===== src/shared/opt_pkg.sv =====
// Constants, register map and field layout of the output port and timer control block.
// How it works
// - Config bits 1:0 route output 2.
// - Config bits 3:2 route output 3.
// - All route fields default to latches.
// - Counter output low from terminal count until stop.
// - Bit 4 puts inverted flag 1 on output 4.
// - Bit 5 puts inverted flag 5 on output 5.
// - Bit 6 puts inverted flag 0 on output 6.
// - Bit 7 puts inverted flag 4 on output 7.
// - Reading start address starts counter/timer.
// - Reading stop address stops the counter in counter mode only.
// - Set-low write asserts outputs written one.
// - Asserted output stays low until set-high.
// - Set-high write negates outputs written one.
// - Alternate outputs ignore latches; latches still update.
// - Command codes 8/9 drive request-to-send.
// - Timer mode stop only clears ready flag.
package opt_pkg;
    localparam int unsigned APB_AW = 8;
    localparam logic [7:0] OFS_ROUTE_CFG = 8'h00;
    localparam logic [7:0] OFS_TIMER_START = 8'h04;
    localparam logic [7:0] OFS_TIMER_STOP = 8'h08;
    localparam logic [7:0] OFS_SET_LOW = 8'h0C;
    localparam logic [7:0] OFS_SET_HIGH = 8'h10;
    localparam logic [7:0] OFS_AUX_CTRL = 8'h14;
    localparam logic [7:0] OFS_CHAN_A_CMD = 8'h18;
    localparam logic [7:0] OFS_ALT_SELECT = 8'h1C;
    localparam logic [7:0] OFS_PORT_STATUS = 8'h20;
    localparam int unsigned ROUTE_OP2_LSB = 0;
    localparam int unsigned ROUTE_OP3_LSB = 2;
    localparam int unsigned ROUTE_OP4_BIT = 4;
    localparam logic [1:0] SEL_LATCH = 2'h0;
    localparam logic [1:0] SEL_ALT1 = 2'h1;
    localparam logic [1:0] SEL_ALT2 = 2'h2;
    localparam logic [1:0] SEL_ALT3 = 2'h3;
    localparam int unsigned FLAG_TX_READY_A = 0;
    localparam int unsigned FLAG_RX_READY_A = 1;
    localparam int unsigned FLAG_TX_READY_B = 4;
    localparam int unsigned FLAG_RX_READY_B = 5;
    localparam int unsigned READY_FLAG_BIT [4] = '{FLAG_RX_READY_A, FLAG_RX_READY_B, FLAG_TX_READY_A, FLAG_TX_READY_B};
    localparam int unsigned AUX_TIMER_MODE_BIT = 6;
    localparam int unsigned ALT_RTS_BIT = 0;
    localparam int unsigned CMD_CODE_LSB = 4;
    localparam logic [3:0] CMD_RTS_ASSERT = 4'h8;
    localparam logic [3:0] CMD_RTS_NEGATE = 4'h9;
    localparam int unsigned PSTAT_CT_READY_BIT = 8;
    localparam int unsigned PSTAT_CT_RUN_BIT = 9;
    localparam int unsigned PSTAT_CT_OUT_BIT = 10;
    localparam logic [7:0] ROUTE_CFG_RESET = 8'h00;
    localparam logic [7:0] LATCH_RESET = 8'h00;
    localparam logic [7:0] AUX_RESET = 8'h00;
    localparam logic [7:0] ALT_RESET = 8'h00;
    localparam logic [7:0] PINS_RESET = 8'hFF;
endpackage : opt_pkg


===== src/shared/opt_route_if.sv =====
// Signals shared by the register logic, the output multiplexer and the timer control.
`timescale 1ns/1ns
interface opt_route_if;
    logic [7:0] route_cfg;
    logic [7:0] gp_asserted;
    logic rts_enable;
    logic rts_asserted;
    logic tx_a_clk16;
    logic tx_a_clk1;
    logic rx_a_clk1;
    logic tx_b_clk1;
    logic rx_b_clk1;
    logic [7:0] status_flags;
    logic start_cmd;
    logic stop_cmd;
    logic timer_mode;
    logic terminal_count;
    logic square_wave;
    logic ct_out;
    logic ct_ready;
    logic ct_running;
    logic [7:0] pins;
    modport regs (
        output route_cfg, gp_asserted, rts_enable, rts_asserted, tx_a_clk16, tx_a_clk1, rx_a_clk1,
        output tx_b_clk1, rx_b_clk1, status_flags, start_cmd, stop_cmd, timer_mode, terminal_count,
        output square_wave,
        input ct_out, ct_ready, ct_running, pins
    );
    modport mux (
        input route_cfg, gp_asserted, rts_enable, rts_asserted, tx_a_clk16, tx_a_clk1, rx_a_clk1,
        input tx_b_clk1, rx_b_clk1, status_flags, ct_out,
        output pins
    );
    modport timer (
        input start_cmd, stop_cmd, timer_mode, terminal_count, square_wave,
        output ct_out, ct_ready, ct_running
    );
endinterface : opt_route_if


===== src/verilog/opt_out_mux.sv =====
// Output routing multiplexer with registered output pins.
`timescale 1ns/1ns
module opt_out_mux (
    input wire logic clk_i,
    input wire logic rst_i,
    opt_route_if.mux route
);
    import opt_pkg::*;

    logic [7:0] next_pins;
    logic [7:0] pin_level;
    logic [3:0] ready_level;

    // Outputs 4 to 7 follow the inverted ready flags when their bit is set.
    for (genvar g = 0; g < 4; g++) begin : g_ready
        assign ready_level[g] = route.route_cfg[ROUTE_OP4_BIT + g] ?
            ~route.status_flags[READY_FLAG_BIT[g]] : ~route.gp_asserted[4 + g];
    end

    always_comb begin
        next_pins = ~route.gp_asserted;
        if (route.rts_enable) begin
            next_pins[0] = ~route.rts_asserted;
        end
        case (route.route_cfg[ROUTE_OP2_LSB +: 2])
            SEL_ALT1: next_pins[2] = route.tx_a_clk16;
            SEL_ALT2: next_pins[2] = route.tx_a_clk1;
            SEL_ALT3: next_pins[2] = route.rx_a_clk1;
            default: next_pins[2] = ~route.gp_asserted[2];
        endcase
        case (route.route_cfg[ROUTE_OP3_LSB +: 2])
            SEL_ALT1: next_pins[3] = route.ct_out;
            SEL_ALT2: next_pins[3] = route.tx_b_clk1;
            SEL_ALT3: next_pins[3] = route.rx_b_clk1;
            default: next_pins[3] = ~route.gp_asserted[3];
        endcase
        next_pins[7:4] = ready_level;
    end

    // Registering the pins adds one cycle to routed clocks but keeps the pads glitch free.
    always_ff @(posedge clk_i or posedge rst_i) begin
        if (rst_i) begin
            pin_level <= PINS_RESET;
        end else begin
            pin_level <= next_pins;
        end
    end

    assign route.pins = pin_level;
endmodule : opt_out_mux


===== src/verilog/opt_timer_ctl.sv =====
// Start, stop, output level and ready flag of the counter/timer.
`timescale 1ns/1ns
module opt_timer_ctl (
    input wire logic clk_i,
    input wire logic rst_i,
    opt_route_if.timer ct
);
    import opt_pkg::*;

    logic wave_prev;
    logic out_level;
    logic ready;
    logic running;
    logic count_done;
    logic wave_rise;

    assign count_done = running & ~ct.timer_mode & ct.terminal_count;
    assign wave_rise = running & ct.timer_mode & ct.square_wave & ~wave_prev;

    always_ff @(posedge clk_i or posedge rst_i) begin
        if (rst_i) begin
            wave_prev <= 1'b0;
        end else begin
            wave_prev <= ct.square_wave;
        end
    end

    always_ff @(posedge clk_i or posedge rst_i) begin
        if (rst_i) begin
            running <= 1'b0;
        end else if (ct.start_cmd) begin
            running <= 1'b1;
        end else if (ct.stop_cmd && !ct.timer_mode) begin
            running <= 1'b0;
        end
    end

    always_ff @(posedge clk_i or posedge rst_i) begin
        if (rst_i) begin
            out_level <= 1'b1;
        end else if (ct.timer_mode) begin
            out_level <= running ? ct.square_wave : 1'b1;
        end else if (ct.stop_cmd) begin
            out_level <= 1'b1;
        end else if (count_done) begin
            out_level <= 1'b0;
        end
    end

    // A new terminal count or rising edge wins over a stop in the same cycle.
    always_ff @(posedge clk_i or posedge rst_i) begin
        if (rst_i) begin
            ready <= 1'b0;
        end else if (count_done || wave_rise) begin
            ready <= 1'b1;
        end else if (ct.stop_cmd) begin
            ready <= 1'b0;
        end
    end

    assign ct.ct_out = out_level;
    assign ct.ct_ready = ready;
    assign ct.ct_running = running;
endmodule : opt_timer_ctl


===== src/verilog/opt_top.sv =====
// APB register front end, output latches and command decode of the output port block.
//
// Implementation choices: the register offsets and the APB slave port.
`timescale 1ns/1ns
module opt_top #(
    parameter int unsigned ADDR_WIDTH = opt_pkg::APB_AW
) (
    input wire logic clk_i,
    input wire logic rst_i,
    input wire logic psel_i,
    input wire logic penable_i,
    input wire logic pwrite_i,
    input wire logic [ADDR_WIDTH-1:0] paddr_i,
    input wire logic [31:0] pwdata_i,
    input wire logic [3:0] pstrb_i,
    output logic [31:0] prdata_o,
    output logic pready_o,
    output logic pslverr_o,
    input wire logic chan_a_tx_clock_16x_i,
    input wire logic chan_a_tx_clock_1x_i,
    input wire logic chan_a_rx_clock_1x_i,
    input wire logic chan_b_tx_clock_1x_i,
    input wire logic chan_b_rx_clock_1x_i,
    input wire logic [7:0] interrupt_status_flags_i,
    input wire logic ct_terminal_count_i,
    input wire logic ct_square_wave_i,
    output logic [7:0] multi_output_o,
    output logic ct_start_o,
    output logic ct_stop_o,
    output logic ct_timer_mode_o,
    output logic ct_ready_o
);
    import opt_pkg::*;

    if (ADDR_WIDTH < 6 || ADDR_WIDTH > 32) begin : g_bad_width
        $error("opt_top: ADDR_WIDTH must lie between 6 and 32");
    end

    opt_route_if route ();

    logic [7:0] output_route_config;
    logic [7:0] gp_asserted;
    logic [7:0] auxiliary_control;
    logic [7:0] alt_select;
    logic rts_asserted;
    logic start_cmd;
    logic stop_cmd;
    logic [31:0] next_rdata;
    logic setup_rd;
    logic access;
    logic wr_en;
    logic rd_en;
    logic mapped;
    logic [7:0] wbyte;
    logic [3:0] cmd_code;

    // Word offsets only; a misaligned address never matches.
    function automatic logic hit(input logic [ADDR_WIDTH-1:0] addr, input logic [7:0] ofs);
        hit = (addr == ADDR_WIDTH'(ofs));
    endfunction : hit

    function automatic logic is_mapped(input logic [ADDR_WIDTH-1:0] addr);
        is_mapped = hit(addr, OFS_ROUTE_CFG) | hit(addr, OFS_TIMER_START) | hit(addr, OFS_TIMER_STOP) |
            hit(addr, OFS_SET_LOW) | hit(addr, OFS_SET_HIGH) | hit(addr, OFS_AUX_CTRL) |
            hit(addr, OFS_CHAN_A_CMD) | hit(addr, OFS_ALT_SELECT) | hit(addr, OFS_PORT_STATUS);
    endfunction : is_mapped

    // The slave never inserts wait states, so every access phase completes at its first edge.
    assign access = psel_i & penable_i;
    assign mapped = is_mapped(paddr_i);
    assign wr_en = access & pwrite_i & mapped & pstrb_i[0];
    assign rd_en = access & ~pwrite_i & mapped;
    assign setup_rd = psel_i & ~penable_i & ~pwrite_i;
    assign wbyte = pwdata_i[7:0];
    assign cmd_code = wbyte[CMD_CODE_LSB +: 4];
    assign pready_o = 1'b1;
    assign pslverr_o = access & ~mapped;

    always_ff @(posedge clk_i or posedge rst_i) begin
        if (rst_i) begin
            output_route_config <= ROUTE_CFG_RESET;
        end else if (wr_en && hit(paddr_i, OFS_ROUTE_CFG)) begin
            output_route_config <= wbyte;
        end
    end

    // Latches keep updating while their pin is routed elsewhere, so a later switch back shows the last write.
    always_ff @(posedge clk_i or posedge rst_i) begin
        if (rst_i) begin
            gp_asserted <= LATCH_RESET;
        end else if (wr_en && hit(paddr_i, OFS_SET_LOW)) begin
            gp_asserted <= gp_asserted | wbyte;
        end else if (wr_en && hit(paddr_i, OFS_SET_HIGH)) begin
            gp_asserted <= gp_asserted & ~wbyte;
        end
    end

    always_ff @(posedge clk_i or posedge rst_i) begin
        if (rst_i) begin
            auxiliary_control <= AUX_RESET;
        end else if (wr_en && hit(paddr_i, OFS_AUX_CTRL)) begin
            auxiliary_control <= wbyte;
        end
    end

    always_ff @(posedge clk_i or posedge rst_i) begin
        if (rst_i) begin
            alt_select <= ALT_RESET;
        end else if (wr_en && hit(paddr_i, OFS_ALT_SELECT)) begin
            alt_select <= wbyte;
        end
    end

    always_ff @(posedge clk_i or posedge rst_i) begin
        if (rst_i) begin
            rts_asserted <= 1'b0;
        end else if (wr_en && hit(paddr_i, OFS_CHAN_A_CMD)) begin
            if (cmd_code == CMD_RTS_ASSERT) begin
                rts_asserted <= 1'b1;
            end else if (cmd_code == CMD_RTS_NEGATE) begin
                rts_asserted <= 1'b0;
            end
        end
    end

    // Command pulses come one cycle after the read completes; the read data itself carries nothing.
    always_ff @(posedge clk_i or posedge rst_i) begin
        if (rst_i) begin
            start_cmd <= 1'b0;
            stop_cmd <= 1'b0;
        end else begin
            start_cmd <= rd_en & hit(paddr_i, OFS_TIMER_START);
            stop_cmd <= rd_en & hit(paddr_i, OFS_TIMER_STOP);
        end
    end

    always_comb begin
        next_rdata = 32'h0000_0000;
        if (hit(paddr_i, OFS_AUX_CTRL)) begin
            next_rdata[7:0] = auxiliary_control;
        end else if (hit(paddr_i, OFS_ALT_SELECT)) begin
            next_rdata[7:0] = alt_select;
        end else if (hit(paddr_i, OFS_PORT_STATUS)) begin
            next_rdata[7:0] = route.pins;
            next_rdata[PSTAT_CT_READY_BIT] = route.ct_ready;
            next_rdata[PSTAT_CT_RUN_BIT] = route.ct_running;
            next_rdata[PSTAT_CT_OUT_BIT] = route.ct_out;
        end
    end

    // Read data is captured in the setup cycle so the zero-wait access phase presents a registered value.
    always_ff @(posedge clk_i or posedge rst_i) begin
        if (rst_i) begin
            prdata_o <= 32'h0000_0000;
        end else if (setup_rd) begin
            prdata_o <= next_rdata;
        end
    end

    assign route.route_cfg = output_route_config;
    assign route.gp_asserted = gp_asserted;
    assign route.rts_enable = alt_select[ALT_RTS_BIT];
    assign route.rts_asserted = rts_asserted;
    assign route.tx_a_clk16 = chan_a_tx_clock_16x_i;
    assign route.tx_a_clk1 = chan_a_tx_clock_1x_i;
    assign route.rx_a_clk1 = chan_a_rx_clock_1x_i;
    assign route.tx_b_clk1 = chan_b_tx_clock_1x_i;
    assign route.rx_b_clk1 = chan_b_rx_clock_1x_i;
    assign route.status_flags = interrupt_status_flags_i;
    assign route.start_cmd = start_cmd;
    assign route.stop_cmd = stop_cmd;
    assign route.timer_mode = auxiliary_control[AUX_TIMER_MODE_BIT];
    assign route.terminal_count = ct_terminal_count_i;
    assign route.square_wave = ct_square_wave_i;

    opt_out_mux u_mux (
        .clk_i(clk_i),
        .rst_i(rst_i),
        .route(route.mux)
    );

    opt_timer_ctl u_timer (
        .clk_i(clk_i),
        .rst_i(rst_i),
        .ct(route.timer)
    );

    assign multi_output_o = route.pins;
    assign ct_start_o = start_cmd;
    assign ct_stop_o = stop_cmd;
    assign ct_timer_mode_o = auxiliary_control[AUX_TIMER_MODE_BIT];
    assign ct_ready_o = route.ct_ready;
endmodule : opt_top


===== config.mk =====
export PLATFORM = sky130hd
export DESIGN_NAME = opt_top
export DESIGN_NICKNAME = d
export VERILOG_FILES = /design/src/shared/opt_pkg.sv /design/src/shared/opt_route_if.sv /design/src/verilog/opt_out_mux.sv /design/src/verilog/opt_timer_ctl.sv /design/src/verilog/opt_top.sv
export SDC_FILE = /design/constraint.sdc
export NUM_CORES = 1
export LEC_CHECK = 0
export CAP_MARGIN = 20
export CORE_ASPECT_RATIO = 1.1
export CORE_UTILIZATION = 40
export CTS_CLUSTER_DIAMETER = 50
export DETAILED_ROUTE_END_ITERATION = 10
export DONT_BUFFER_PORTS = 1
export GPL_ROUTABILITY_DRIVEN = 0
export PLACE_DENSITY = 0.54
export SETUP_SLACK_MARGIN = 0.5
export SLEW_MARGIN = 40
export SYNTH_ARGS = -nofsm -noshare
export SYNTH_HDL_FRONTEND = slang
export SYNTH_HIERARCHICAL = 1
export SYNTH_SLANG_ARGS = --single-unit

===== constraint.sdc =====
create_clock -name clk_i -period 2.71 [get_ports clk_i]
set_clock_uncertainty 0.05 [all_clocks]
set_input_delay 0.4065 -clock clk_i [delete_from_list [all_inputs] [get_ports clk_i]]
set_output_delay 0.4065 -clock clk_i [all_outputs]
set_load 0.005 [all_outputs]

==> flow_results.org <==
** Logic synthesis
- After synthesis the cells add up to 2720 sq um.
- The synthesized netlist contains 40 unique library cells.
- Mapped Cells :: 218
- The average instance in the mapped netlist occupies 12.5 sq um.
- Seq/Total Area, Yosys :: 53.9%
- Yosys warnings :: 6
- For this run, asynchronously set or reset flops after synthesis account for 100%.
- Yosys mapped a number of flops with a built-in enable equal to 0.
- In the synthesized netlist the dominant register cell turns out to be dfrtp_1.
- Counting flops and latches in the post-synthesis netlist gives 58.

** Drt
- After the first detailed-routing iteration, the DRC count stood at 87.
- In this run the remaining antenna-violating nets after routing total 0.
- Total via count after detailed routing :: 1600
- Vias/cell :: 5.11
- After detailed routing, the total wire length is 5.47 mm.
- After detailed routing, the number of remaining DRC violations is 0.
- After detailed routing, the average wire length per cell comes to 17.5 um.
- The first TritonRoute pass finished after 4 iterations.

** Setup path
- The critical path goes through or4_4 -> or4_1 -> nor2_1 -> a221o_2.
- At the worst endpoint, the arrival time is 2030 ps.
- Crit path capture type :: register
- Crit Reg-Reg Startpoint :: auxiliary_control[6]$_DFFE_PP0P_
- STA classifies the critical path startpoint as a primary input.
- Required time worst endpoint :: 2930 ps
- Gate family responsible for the most delay along the worst path :: simple AND/OR/NAND/NOR gates
- The worst register-to-register path ends at prdata_o[6]$_DFFE_PP0P_.
- For this design, the slowest cell found on the critical path is or4_1.
- The number of buffers and inverters on the critical path is 0.
- Worst-case reg-to-reg path depth :: 3
- The critical path is of the primary input to register type.
- Slowest cell delay on critical path :: 740 ps
- The setup check on the worst reg-to-reg path leaves a slack of 1560 ps.
- Of all nets on the critical path, the largest fanout is 8.

** Worst hold path
- Worst hold path stage count :: 0
- Worst hold path endpoint :: u_timer/wave_prev$_DFF_PP0_
- Path class of the lowest-slack min-delay path :: primary input to register
- In this run the most critical hold path is launched from ct_square_wave_i.

** STA
- Total of endpoints with negative setup slack in the final report :: 0
- At the pin with the least slew margin, the transition time is 580 ps.
- FMAX :: 0.552 GHz
- Setup repair after global routing missed its margin :: false
- Headroom to the max-slew limit came out at 61.4%.
- After layout, the worst setup slack is 899 ps.
- Adding up every negative setup slack in the final design gives 0 ps.
- The tightest hold path in the finished design has a slack of 55.5 ps.
- Dividing the final minimum period by the clock period gives 66.8%.
- The hold violation total from the final report is 0.
- Number of max-slew violations in the final report :: 0
- Time the worst path needs with I/O delays and setup :: 1810 ps

** Floorplan
- For this configuration, the core starts out at a cell density of 41.4%.
- Area of the placeable core :: 6560 sq um
- The floorplan step set the die width to 80.6 um.
- In this run the count of I/O pins placed on the die edge is 110.
- The floorplan has 31 rows.
- The die covers 7120 sq um.
- DIE HEIGHT :: 88.4 um

** Place
- Count of input and output buffers :: 0
- Final HPWL DP :: 3.86 mm
- Prior to clock tree synthesis, the placed netlist has a worst setup slack of 549 ps.
- Post-DP Area :: 2740 sq um

** Global route
- The number of antenna violations at the first check in global routing came to 0.
- Entering global routing, the biggest net connects 47 pins.
- The first global-routing pass estimated 8.44 mm of wire.
- Number of global-route vias before repair :: 1577
- Global routing consumed, over all layers together, 16.7% of the routing resources.
- For this run the aggregate overflow at the end of global routing stands at 0.

** Pwr
- Dividing total power by cell area gives a power density of 584 nW/um^2.
- Combinational group share of total power :: 3.4%
- Sequential cells account for 51.1% of the total power.
- The internal portion of the total power is 0.00137 W.
- Total power of the final layout :: 0.00172 W
- IR analysis of the VDD net gives a maximum drop of 0.000225 V.
- In this run the static leakage power is 1.46 nW.
- Net Sw Power :: 0.000354 W
- The share of total power dissipated in the clock network is 45.5%.
- Share of total power consumed by net switching :: 20.5%

** Run
- The tool flagged a number of max-cap violations equal to 0.

** Final layout
- The repair_antennas step left the layout with diodes totalling 0.
- Fraction of final layout cells with drive strength greater than 1 :: 29.4%
- Finished layout cell area :: 2950 sq um
- Signed area change from the synthesized netlist to the final layout :: 8.71%
- At the end of the flow, the number of nets in the layout was 290.

** Clock tree
- Deepest level of the CTS H-tree :: 3
- TritonCTS built the clock tree.
- Clock-pin slew was measured on the worst setup and hold paths at 70 ps.
- TritonCTS Sinks :: 58
- The root buffer cell chosen for the clock tree is clkbuf_8.
- TritonCTS buffer count :: 9
- No sink is reached through more buffers than the 2 on the longest clock path.
- CTS resizes :: 0
- Worst-skew pair later-pin latency :: 320 ps

** Outcome
- The flow ran to the end, and the final reports show no timing, DRC or antenna violations.
-- how the worst max path moves through the flow --
stage	startpoint	end	slack [ps]	cells past startpoint
finish	paddr_i[1]	prdata_o[5]$_DFFE_PP0P_	900	4
global route	paddr_i[1]	prdata_o[5]$_DFFE_PP0P_	870	4
CTS	paddr_i[1]	prdata_o[7]$_DFFE_PP0P_	880	4
detailed placement	paddr_i[1]	prdata_o[7]$_DFFE_PP0P_	550	4
global placement	paddr_i[1]	prdata_o[7]$_DFFE_PP0P_	550	4
floorplan	paddr_i[1]	auxiliary_control[0]$_DFFE_PP0P_	760	4
-- stage by stage --
| step | util (%) | instances |
|---|---|---|
| after floorplan | - | 238 |
| after global placement | 41.8 | 296 |
| after detailed placement | 41.8 | 296 |
| after CTS | 45.0 | 313 |
| after global routing | 45.0 | 313 |
| final | 45.0 | 313 |
-- cells in the mapped netlist (2+ instances only) --
cell | instances | area share, %
a22o_1 | 3 | 0.97
nor3_1 | 3 | 0.55
and3b_1 | 4 | 1.3
nor2_1 | 8 | 1.1
mux2i_1 | 21 | 7.7
and4_1 | 2 | 0.65
a221o_2 | 7 | 2.9
or4_1 | 2 | 0.55
mux2_2 | 24 | 10
clkbuf_1 | 5 | 0.69
buf_4 | 22 | 6.1
dfstp_2 | 9 | 8.7
inv_1 | 7 | 0.97
nand2_1 | 19 | 2.6
conb_1 | 2 | 0.28
mux4_2 | 2 | 1.7
nand2b_1 | 3 | 0.69
nand3_1 | 3 | 0.55
buf_2 | 2 | 0.37
nor4_1 | 2 | 0.46
dfrtp_1 | 49 | 45
-- cells by family after synthesis --
logic type / share of synthesized area, %
multiplexers: 19.4
flip-flops: 53.9
buffers and inverters: 8.25
other: 0.277
AND/OR/NAND/NOR: 12.8
AO/OA/AOI/OAI: 5.48
-- cells in the final DEF (no fill, tap or decap), types with 2 or more instances in the layout --
master    netlist  final
and4_1          2      2
dfstp_2         9      9
or4_1           2      2
and3b_1         4      4
a221o_2         7      7
mux4_2          2      2
buf_4          22      6
mux2i_1        21     21
mux2_2         24     24
nand3_1         3      3
a22o_1          3      3
inv_1           7      6
dfrtp_1        49     49
nor4_1          2      2
clkbuf_8        0     11
clkbuf_1        5      2
nand2b_1        3      3
clkinv_2        0      2
nand2_1        19     19
nor3_1          3      3
nor2_1          8      8
conb_1          2     22
-- what timing repair did --
item,in CTS,in global routing
hold buffers,1,0
hold endpoints to repair,32,0
setup buffers,0,0
-- power groups by stage --
stage / combinational (W) / clock (W) / sequential (W)
2_1_floorplan: 0.0000756 / 0 / 0.000893
3_3_place_gp: 0.0000580 / 0 / 0.000895
5_1_grt: 0.0000686 / 0.000843 / 0.000880
4_1_cts: 0.0000600 / 0.000802 / 0.000880
6_report: 0.0000583 / 0.000784 / 0.000880
3_5_place_dp: 0.0000580 / 0 / 0.000896
-- cell type report --
| class | instances | area (sq um) |
|---|---|---|
| Sequential cell | 58 | 1460 |
| Fill cell | 627 | 3600 |
| Inverter | 7 | 28.8 |
| Multi-Input combinational cell | 143 | 1100 |
| Clock inverter | 3 | 40.0 |
| Clock buffer | 13 | 159 |
| Tap cell | 82 | 103 |
| Timing Repair Buffer | 7 | 55.1 |
-- layer usage --
metal | vias up | track usage (%) | share of wire (%) | wire length, um
li1 | 751 | - | - | -
met1 | 804 | 19.5 | 42 | 2300
met2 | 37 | 27.8 | 51 | 2770
met3 | 8 | 5.57 | 6.2 | 342
met4 | 0 | 7.79 | 1.2 | 65
met5 | - | 0 | 0 | 0
No activity file was read; power rests on OpenSTA's default activity.
